--- config.mk ---
export PLATFORM = sky130hd
export DESIGN_NAME = fcn_flow_unit
export DESIGN_NICKNAME = d
export VERILOG_FILES = /design/src/hw/fcn_pkg.sv /design/src/hw/fcn_flow_unit.sv
export SDC_FILE = /design/constraint.sdc
export NUM_CORES = 1
export LEC_CHECK = 0
export BUFFER_PORTS_ARGS = -buffer_cell sky130_fd_sc_hd__buf_2
export CAP_MARGIN = 20
export CORE_MARGIN = 3
export CORE_UTILIZATION = 40
export CTS_BUF_LIST = sky130_fd_sc_hd__clkbuf_8
export DETAILED_ROUTE_END_ITERATION = 12
export MAX_ROUTING_LAYER = met4
export PLACE_DENSITY_LB_ADDON = 0.05
export SLEW_MARGIN = 20
export SYNTH_ARGS = -nofsm -noshare
export SYNTH_HDL_FRONTEND = slang
export SYNTH_SLANG_ARGS = --single-unit
--- constraint.sdc ---
create_clock -name clk_i -period 4.8 [get_ports clk_i]
set_clock_uncertainty 0.05 [all_clocks]
set_input_delay 0.96 -clock clk_i [delete_from_list [all_inputs] [get_ports clk_i]]
set_output_delay 0.96 -clock clk_i [all_outputs]
set_load 0.05 [all_outputs]
--- src/hw/fcn_pkg.sv ---
// package of the program-flow unit: operation codes, operand carrier,
// flag positions, cycle counts and reset values.
// assumes the core decoder fills one fcn_op_s per instruction.
package fcn_pkg;

    // address width of program counter, Z pointer and stack words
    localparam int FCN_ADDR_W = 16;

    // status register bit positions
    localparam int FCN_FLAG_C = 0;
    localparam int FCN_FLAG_Z = 1;
    localparam int FCN_FLAG_N = 2;
    localparam int FCN_FLAG_V = 3;
    localparam int FCN_FLAG_S = 4;
    localparam int FCN_FLAG_H = 5;
    localparam int FCN_FLAG_T = 6;
    localparam int FCN_FLAG_I = 7;

    // compares touch C, Z, N, V and H only
    localparam logic [7:0] FCN_CMP_MASK = 8'h2F;
    localparam logic [7:0] FCN_FLAGS_RESET = 8'h00;
    localparam logic [7:0] FCN_MASK_NONE = 8'h00;

    // cycle counts of each case
    localparam logic [2:0] FCN_CYC_BASE = 3'h1;
    localparam logic [2:0] FCN_CYC_TAKEN = 3'h2;
    localparam logic [2:0] FCN_CYC_SKIP_SHORT = 3'h2;
    localparam logic [2:0] FCN_CYC_SKIP_LONG = 3'h3;
    localparam logic [2:0] FCN_CYC_CALL = 3'h3;
    localparam logic [2:0] FCN_CYC_RET = 3'h4;
    localparam logic [2:0] FCN_STEP_FIRST = 3'h0;
    localparam logic [2:0] FCN_STEP_ONE = 3'h1;
    // busy step in which the popped return address is taken
    localparam logic [2:0] FCN_STACK_STEP = 3'h1;

    // program counter increments and reset value
    localparam logic [15:0] FCN_PC_RESET = 16'h0000;
    localparam logic [15:0] FCN_WORD_STEP = 16'h0001;
    localparam logic [15:0] FCN_SKIP_SHORT = 16'h0002;
    localparam logic [15:0] FCN_SKIP_LONG = 16'h0003;

    // offset field layout: short branch offset is the low 7 bits
    localparam int FCN_BR_OFS_MSB = 6;
    localparam int FCN_CALL_OFS_MSB = 11;

    typedef enum logic [4:0] {
        FCN_NOP,
        FCN_RELATIVE_CALL,
        FCN_INDIRECT_CALL,
        FCN_SUBROUTINE_RETURN,
        FCN_INTERRUPT_RETURN,
        FCN_COMPARE_SKIP_EQUAL,
        FCN_COMPARE_WITH_CARRY,
        FCN_COMPARE_IMMEDIATE,
        FCN_SKIP_REG_BIT_CLEAR,
        FCN_SKIP_REG_BIT_SET,
        FCN_SKIP_IO_BIT_CLEAR,
        FCN_SKIP_IO_BIT_SET,
        FCN_BRANCH_STATUS_BIT_SET,
        FCN_BRANCH_STATUS_BIT_CLEAR,
        FCN_BRANCH_EQUAL,
        FCN_BRANCH_NOT_EQUAL,
        FCN_BRANCH_CARRY_SET,
        FCN_BRANCH_CARRY_CLEAR,
        FCN_BRANCH_SAME_OR_HIGHER,
        FCN_BRANCH_LOWER,
        FCN_BRANCH_MINUS,
        FCN_BRANCH_PLUS,
        FCN_BRANCH_GREATER_EQUAL_SIGNED,
        FCN_BRANCH_LESS_SIGNED,
        FCN_BRANCH_HALF_CARRY_SET,
        FCN_BRANCH_HALF_CARRY_CLEAR,
        FCN_BRANCH_TRANSFER_BIT_SET
    } fcn_op_e;

    typedef enum {
        FCN_IDLE,
        FCN_BUSY
    } fcn_state_e;

    // one instruction with all operands already fetched
    typedef struct packed {
        fcn_op_e op;
        logic [15:0] pc;
        logic [15:0] z_ptr;
        logic [7:0] status;
        logic [7:0] rd_val;
        logic [7:0] rr_val;
        logic [7:0] imm;
        logic [7:0] io_val;
        logic [2:0] bit_sel;
        logic [11:0] offset;
        logic next_two_word;
    } fcn_op_s;

endpackage
--- src/hw/fcn_flow_unit.sv ---
// program-flow unit: next program counter, cycle count and flag update
// for calls, returns, compare-and-skip, bit-test skips and branches.
// assumes the decoder presents operands already read, and that the stack
// returns the popped address one cycle after the pop pulse.
`timescale 1ns/1ps

// Notes on behaviour
// - indirect call saves return address, loads PC from Z, flags kept.
// - both returns reload PC from stack in 4 cycles, flags kept.
// - equal registers skip next instruction, PC plus 2 or 3, 1/2/3 cycles.
// - immediate compare subtracts without store, sets Z N V C H, 1 cycle.
// - register bit skip when bit matches clear or set sense, 1 to 3 cycles.
// - I/O bit skip on 0 for clear, 1 for set, 1 to 3 cycles.
// - status bit branch to PC+k+1 on set or clear sense, 1 or 2 cycles.
// - minus branches on N one, plus on N zero, no flag change.
// - carry set and lower on C one, clear and same-or-higher on C zero.
// - signed branches use N xor V: zero for greater-equal, one for less.
// - half-carry branches on H one or zero, one or two cycles.
// - transfer bit branch taken when T is one, PC+k+1.
module fcn_flow_unit (
    input wire logic clk_i,
    input wire logic sys_rst_i,
    input wire logic op_valid_i,
    input fcn_pkg::fcn_op_s op_i,
    input wire logic [15:0] stack_pc_i,
    output logic ready_o,
    output logic done_o,
    output logic [15:0] next_pc_o,
    output logic [2:0] cycles_o,
    output logic taken_o,
    output logic [7:0] flags_o,
    output logic flags_we_o,
    output logic push_o,
    output logic [15:0] ret_addr_o,
    output logic pop_o
);

    fcn_pkg::fcn_state_e state_reg;
    logic [2:0] step_reg;
    logic [2:0] len_reg;
    logic [15:0] next_pc_reg;
    logic taken_reg;
    logic [7:0] flags_reg;
    logic we_reg;
    logic push_reg;
    logic pop_reg;
    logic [15:0] ret_addr_reg;

    logic accept;
    logic busy;
    logic last_step;

    // decode results
    logic cond;
    logic is_branch;
    logic is_skip;
    logic [2:0] dec_cycles;
    logic [15:0] dec_target;
    logic [7:0] dec_flags;
    logic dec_we;
    logic dec_push;
    logic dec_pop;

    // arithmetic for the compares
    logic [7:0] sub_opnd;
    logic [7:0] sub_cin;
    logic [7:0] sub_res;
    logic flag_h;
    logic flag_v;
    logic flag_n;
    logic flag_z;
    logic flag_c;
    logic zero_chain;

    // addresses
    logic [15:0] seq_pc;
    logic [15:0] br_ext;
    logic [15:0] call_ext;
    logic [15:0] br_target;
    logic [15:0] call_target;
    logic reg_bit;
    logic io_bit;
    logic [7:0] st;

    // handshake: a new op may be taken while idle or in the last cycle
    assign busy = (state_reg == fcn_pkg::FCN_BUSY);
    assign last_step = busy && (step_reg == len_reg - fcn_pkg::FCN_STEP_ONE);
    assign ready_o = !busy || last_step;
    assign accept = op_valid_i && ready_o;
    assign done_o = last_step;

    // pulses toward the stack in the first busy cycle
    assign push_o = busy && push_reg && (step_reg == fcn_pkg::FCN_STEP_FIRST);
    assign pop_o = busy && pop_reg && (step_reg == fcn_pkg::FCN_STEP_FIRST);
    assign flags_we_o = last_step && we_reg;

    assign next_pc_o = next_pc_reg;
    assign cycles_o = len_reg;
    assign taken_o = taken_reg;
    assign flags_o = flags_reg;
    assign ret_addr_o = ret_addr_reg;

    // address arithmetic, wraps at the top of the program space
    assign st = op_i.status;
    assign seq_pc = op_i.pc + fcn_pkg::FCN_WORD_STEP;
    assign br_ext = {{9{op_i.offset[fcn_pkg::FCN_BR_OFS_MSB]}},
                     op_i.offset[fcn_pkg::FCN_BR_OFS_MSB:0]};
    assign call_ext = {{4{op_i.offset[fcn_pkg::FCN_CALL_OFS_MSB]}}, op_i.offset};
    assign br_target = op_i.pc + br_ext + fcn_pkg::FCN_WORD_STEP;
    assign call_target = op_i.pc + call_ext + fcn_pkg::FCN_WORD_STEP;
    assign reg_bit = op_i.rr_val[op_i.bit_sel];
    assign io_bit = op_i.io_val[op_i.bit_sel];

    assign sub_opnd = (op_i.op == fcn_pkg::FCN_COMPARE_IMMEDIATE) ? op_i.imm : op_i.rr_val;
    assign sub_cin = (op_i.op == fcn_pkg::FCN_COMPARE_WITH_CARRY) ?
                     {7'h00, st[fcn_pkg::FCN_FLAG_C]} : 8'h00;
    assign sub_res = op_i.rd_val - sub_opnd - sub_cin;

    assign flag_h = (~op_i.rd_val[3] & sub_opnd[3]) | (sub_opnd[3] & sub_res[3])
                    | (sub_res[3] & ~op_i.rd_val[3]);
    assign flag_v = (op_i.rd_val[7] & ~sub_opnd[7] & ~sub_res[7])
                    | (~op_i.rd_val[7] & sub_opnd[7] & sub_res[7]);
    assign flag_n = sub_res[7];
    assign flag_c = (~op_i.rd_val[7] & sub_opnd[7]) | (sub_opnd[7] & sub_res[7])
                    | (sub_res[7] & ~op_i.rd_val[7]);
    // with carry, Z only stays set, so multi-byte compares chain
    assign zero_chain = (op_i.op == fcn_pkg::FCN_COMPARE_WITH_CARRY) ?
                        st[fcn_pkg::FCN_FLAG_Z] : 1'b1;
    assign flag_z = (sub_res == 8'h00) && zero_chain;

    // decode of condition, target, cycles and side effects
    always_comb begin
        cond = 1'b0;
        is_branch = 1'b0;
        is_skip = 1'b0;
        dec_cycles = fcn_pkg::FCN_CYC_BASE;
        dec_target = seq_pc;
        dec_flags = st;
        dec_we = 1'b0;
        dec_push = 1'b0;
        dec_pop = 1'b0;
        case (op_i.op)
            fcn_pkg::FCN_RELATIVE_CALL: begin
                dec_target = call_target;
                dec_cycles = fcn_pkg::FCN_CYC_CALL;
                dec_push = 1'b1;
            end
            fcn_pkg::FCN_INDIRECT_CALL: begin
                dec_target = op_i.z_ptr;
                dec_cycles = fcn_pkg::FCN_CYC_CALL;
                dec_push = 1'b1;
            end
            fcn_pkg::FCN_SUBROUTINE_RETURN, fcn_pkg::FCN_INTERRUPT_RETURN: begin
                dec_cycles = fcn_pkg::FCN_CYC_RET;
                dec_pop = 1'b1;
            end
            fcn_pkg::FCN_COMPARE_SKIP_EQUAL: begin
                is_skip = 1'b1;
                cond = (op_i.rd_val == op_i.rr_val);
            end
            fcn_pkg::FCN_COMPARE_WITH_CARRY, fcn_pkg::FCN_COMPARE_IMMEDIATE: begin
                dec_we = 1'b1;
                dec_flags[fcn_pkg::FCN_FLAG_C] = flag_c;
                dec_flags[fcn_pkg::FCN_FLAG_Z] = flag_z;
                dec_flags[fcn_pkg::FCN_FLAG_N] = flag_n;
                dec_flags[fcn_pkg::FCN_FLAG_V] = flag_v;
                dec_flags[fcn_pkg::FCN_FLAG_H] = flag_h;
            end
            fcn_pkg::FCN_SKIP_REG_BIT_CLEAR: begin
                is_skip = 1'b1;
                cond = !reg_bit;
            end
            fcn_pkg::FCN_SKIP_REG_BIT_SET: begin
                is_skip = 1'b1;
                cond = reg_bit;
            end
            fcn_pkg::FCN_SKIP_IO_BIT_CLEAR: begin
                is_skip = 1'b1;
                cond = !io_bit;
            end
            fcn_pkg::FCN_SKIP_IO_BIT_SET: begin
                is_skip = 1'b1;
                cond = io_bit;
            end
            fcn_pkg::FCN_BRANCH_STATUS_BIT_SET: begin
                is_branch = 1'b1;
                cond = st[op_i.bit_sel];
            end
            fcn_pkg::FCN_BRANCH_STATUS_BIT_CLEAR: begin
                is_branch = 1'b1;
                cond = !st[op_i.bit_sel];
            end
            fcn_pkg::FCN_BRANCH_EQUAL: begin
                is_branch = 1'b1;
                cond = st[fcn_pkg::FCN_FLAG_Z];
            end
            fcn_pkg::FCN_BRANCH_NOT_EQUAL: begin
                is_branch = 1'b1;
                cond = !st[fcn_pkg::FCN_FLAG_Z];
            end
            fcn_pkg::FCN_BRANCH_CARRY_SET, fcn_pkg::FCN_BRANCH_LOWER: begin
                is_branch = 1'b1;
                cond = st[fcn_pkg::FCN_FLAG_C];
            end
            fcn_pkg::FCN_BRANCH_CARRY_CLEAR, fcn_pkg::FCN_BRANCH_SAME_OR_HIGHER: begin
                is_branch = 1'b1;
                cond = !st[fcn_pkg::FCN_FLAG_C];
            end
            fcn_pkg::FCN_BRANCH_MINUS: begin
                is_branch = 1'b1;
                cond = st[fcn_pkg::FCN_FLAG_N];
            end
            fcn_pkg::FCN_BRANCH_PLUS: begin
                is_branch = 1'b1;
                cond = !st[fcn_pkg::FCN_FLAG_N];
            end
            fcn_pkg::FCN_BRANCH_GREATER_EQUAL_SIGNED: begin
                is_branch = 1'b1;
                cond = !(st[fcn_pkg::FCN_FLAG_N] ^ st[fcn_pkg::FCN_FLAG_V]);
            end
            fcn_pkg::FCN_BRANCH_LESS_SIGNED: begin
                is_branch = 1'b1;
                cond = st[fcn_pkg::FCN_FLAG_N] ^ st[fcn_pkg::FCN_FLAG_V];
            end
            fcn_pkg::FCN_BRANCH_HALF_CARRY_SET: begin
                is_branch = 1'b1;
                cond = st[fcn_pkg::FCN_FLAG_H];
            end
            fcn_pkg::FCN_BRANCH_HALF_CARRY_CLEAR: begin
                is_branch = 1'b1;
                cond = !st[fcn_pkg::FCN_FLAG_H];
            end
            fcn_pkg::FCN_BRANCH_TRANSFER_BIT_SET: begin
                is_branch = 1'b1;
                cond = st[fcn_pkg::FCN_FLAG_T];
            end
            default: begin
                dec_cycles = fcn_pkg::FCN_CYC_BASE;
            end
        endcase
        if (is_skip && cond) begin
            dec_target = op_i.pc + (op_i.next_two_word ?
                         fcn_pkg::FCN_SKIP_LONG : fcn_pkg::FCN_SKIP_SHORT);
            dec_cycles = op_i.next_two_word ?
                         fcn_pkg::FCN_CYC_SKIP_LONG : fcn_pkg::FCN_CYC_SKIP_SHORT;
        end
        if (is_branch && cond) begin
            dec_target = br_target;
            dec_cycles = fcn_pkg::FCN_CYC_TAKEN;
        end
    end

    // sequencer: one busy cycle per instruction cycle
    always_ff @(posedge clk_i) begin
        if (sys_rst_i) begin
            state_reg <= fcn_pkg::FCN_IDLE;
        end else if (accept) begin
            state_reg <= fcn_pkg::FCN_BUSY;
        end else if (last_step) begin
            state_reg <= fcn_pkg::FCN_IDLE;
        end
    end

    // cycle counter within the instruction
    always_ff @(posedge clk_i) begin
        if (sys_rst_i) begin
            step_reg <= fcn_pkg::FCN_STEP_FIRST;
            len_reg <= fcn_pkg::FCN_CYC_BASE;
        end else if (accept) begin
            step_reg <= fcn_pkg::FCN_STEP_FIRST;
            len_reg <= dec_cycles;
        end else if (busy) begin
            step_reg <= step_reg + fcn_pkg::FCN_STEP_ONE;
        end
    end

    // next program counter; a return overwrites it from the stack later
    always_ff @(posedge clk_i) begin
        if (sys_rst_i) begin
            next_pc_reg <= fcn_pkg::FCN_PC_RESET;
            taken_reg <= 1'b0;
        end else if (accept) begin
            next_pc_reg <= dec_target;
            taken_reg <= (is_branch || is_skip) && cond;
        end else if (busy && pop_reg && step_reg == fcn_pkg::FCN_STACK_STEP) begin
            next_pc_reg <= stack_pc_i;
        end
    end

    // flags: only compares write, others keep the status register
    always_ff @(posedge clk_i) begin
        if (sys_rst_i) begin
            flags_reg <= fcn_pkg::FCN_FLAGS_RESET;
            we_reg <= 1'b0;
        end else if (accept) begin
            flags_reg <= dec_flags;
            we_reg <= dec_we;
        end
    end

    always_ff @(posedge clk_i) begin
        if (sys_rst_i) begin
            push_reg <= 1'b0;
            pop_reg <= 1'b0;
            ret_addr_reg <= fcn_pkg::FCN_PC_RESET;
        end else if (accept) begin
            push_reg <= dec_push;
            pop_reg <= dec_pop;
            ret_addr_reg <= seq_pc;
        end
    end

endmodule

==> reports/summary.txt <==
Number of cell rows: 41
Initial antenna violation count: 0
Post-synth EDFFs: 0
Num ports: 161
Remaining global-route overflow: 0
R2R depth: 9
Sequential fraction of design power: 31.4%
CP required: 5.00 ns
First-pass GRT wire length: 27600 um
DRC Markers: 0
Post-Route WL: 17700 um
Root buf cell: clkbuf_8
Vias in the first global route: 5331
Post-Synth Simple-Gate Area: 19.4%
Starting Density: 41.9%
FMAX: 230 MHz
Setup CP Type: in2reg
GP Congestion: 0.882
TNS Setup: 0 ns
Crit-path cells: buf_2 -> nor2_1 -> nand2_1 -> nor2_1 -> nand2_1 -> mux2_2 -> fa_1 -> inv_1 -> ha_1 -> nand2_1 -> nand2_1 -> a21o_1 -> a21o_1 -> a21o_1 -> a21oi_1 -> xnor2_1 -> mux2_2 -> o41ai_1
Fin area: 6450 um2
Area grow syn2layout: 19.3%
Compound-Gate Fraction of Synth Area: 23.4%
Yosys warning count: 0
Worst hold stages: 2
Worst flop-to-flop path endpoint: next_pc_o[11]
Synth Net Count: 853
P_int: 863 uW
Worst rel slew slack: 38.1%
Switch share: 44.9%
Num CTS Buffers: 5
Die Height: 122 um
Yosys top cell area share: 18.9%
Status: finished clean
Drt pass-1 iters: 5
Core area: 12900 um2
Critical register-to-register path startpoint: cycles_o[0]
Most used cell, CP: nand2_1
Dpl cell area: 6360 um2
Largest net degree at the start of global routing: 40
Crit path capture type: flip-flop
Largest family of logic cells by synthesized area: compound AO/OA/AOI/OAI gates
P_sw: 703 uW
Final hold slack: 0.411 ns
Worst hold path class: reg2reg
H-tree depth: 2
Leak: 0.00301 uW
Unrepaired setup endpoints after global routing: false
Max Cap Viol: 0
Data arrival, critical path: 4.55 ns
Final hold vios: 0
Cell accounting for the most synthesized area: dfxtp_1
Worst-path maximum fanout: 12
Final setup vio count: 0
Worst-Skew Late Latency: 0.33 ns
Distinct cell type count after synthesis: 59
Cells after Synth: 694
Count of buffer and inverter cells on the critical path: 2
Clk slew on worst S/H paths: 0.11 ns
Avg Inst Size Synth: 7.80 um2
Worst path slowest cell: fa_1
Remaining antenna violation count after routing: 0
Sequential area share after synthesis: 18.9%
Hold Path Origin: we_reg
# diodes: 0
Clock Path Buffers: 2
Fin crit share: 90.7%
Commonest cells post-synth: nand2_1, nor2_1, a21oi_1, xnor2_1, dfxtp_1
Worst-Margin Slew: 0.926 ns
GRT Util Overall: 23.9%
Flops & latches, synth: 51
Comb power frac: 50.3%
Pwr Density: 243 nW/um2
Post-cts sizing count: 0
Area share of fa/ha/maj cells after synthesis: 11.3%
Layout cells sized above 1: 24.7%
Top-count cell post-synth: nand2_1
Avg Vias per Cell: 5.61
Worst slack at placement: 0.142 ns
TritonCTS clock tree: yes
Top_reg_cell synth: dfxtp_1
# clock sinks: 51
IO buf count: 160
Post-synthesis mux area share: 9.57%
WHS Endpoint: we_reg
R2r setup slk: 1.80 ns
Post-DP HPWL: 14000 um
Routed length per instance: 17.6 um
CP top delay family: compound AO/OA/AOI/OAI gates
Hold-fix buffers, CTS: 0
Nets: 992
Via count: 5645
CP startpoint kind: input port
IR Drop Worst-Case VDD: 0.000119 V
Mapped cell area: 5410 um2
Initial DRC count: 510
XOR/XNOR share of the synthesized area: 11.8%
Post-CTS setup buffers: 0
Asr flop ratio synth: 0%
Worst path max stage delay: 0.43 ns
Ranking of synthesized cells by area: dfxtp_1, ha_1, xnor2_1
Final setup margin: 0.446 ns
Slew Viols, Final: 0
Clock network power share: 18.4%
Final min period: 4.35 ns
Die area: 15000 um2
Die W: 122 um
-- tightest hold or removal path: stages (launching register included) --
cell and delay, ns:
dfxtp_1 0.33, nand2_1 0.05, a21oi_1 0.05
-- power groups by stage --
stage                     Sequential [uW]  Clock, uW  Combinational (uW)
after global routing                  497        313                 858
after global placement                499          0                 776
after floorplan                       637          0                 428
after detailed placement              501          0                 784
final                                 491        288                 787
after CTS                             492        302                 788
-- layout by cell type (no fill, tap or decap), types with 4 or more instances in the layout --
master    instances
buf_2           160
nand2_1          62
nor2_1           59
a21oi_1          54
xnor2_1          53
dfxtp_1          51
ha_1             44
inv_1            37
mux2i_1          27
xor2_1           20
a211oi_1         19
a221oi_1         19
nor3_1           18
o21ai_0          18
nand3_1          14
a21o_1           13
buf_4            13
nor2b_1          11
mux2_2           10
and3_1           10
and2_1            9
o221ai_1          7
nand4_1           7
a211o_1           7
o21a_1            7
mux4_2            6
o211ai_1          6
nand2b_1          5
a31oi_1           5
clkbuf_8          5
a311oi_1          4
-- layer usage --
metal  part of all wire [%]  track usage [%]
met5                      0                -
met4                    1.2             4.83
met3                    6.5             3.36
met2                     46             38.0
met1                     46             32.8
-- metrics by stage --
stage,cells,total power (uW),utilization [%]
after floorplan,694,1070,-
after global placement,998,1270,49.2
after detailed placement,998,1290,49.2
after CTS,1006,1580,49.9
after global routing,1006,1670,49.9
final,1006,1570,49.9
-- cell type report --
type	count	area (um2)
clock buffers	5	68.8
clock inverters	3	25.0
fillers	1367	6470
inverters	37	139
multi-input cells	565	4090
flip-flops and latches	51	1020
well taps	172	215
repair buffers	173	898
-- cell families after synthesis --
group | count (synthesis)
mux | 43
xor+xnor | 73
flops | 51
simple gates | 218
buf+inv | 78
fa+ha+maj | 47
compound gates | 184
-- how the worst max path moves through the flow --
| stage | slack (ns) | from | end | cells past startpoint |
|---|---|---|---|---|
| 4_1_cts | 0.51 | op_i[92] | flags_o[3] | 18 |
| 2_1_floorplan | 0.06 | op_i[92] | flags_o[3] | 18 |
| 6_report | 0.45 | op_i[92] | flags_o[3] | 18 |
| 3_3_place_gp | 0.23 | op_i[92] | flags_o[3] | 18 |
| 5_1_grt | 0.19 | op_i[92] | flags_o[3] | 18 |
| 3_5_place_dp | 0.14 | op_i[92] | flags_o[3] | 18 |
(Power assumes the default switching activity.)
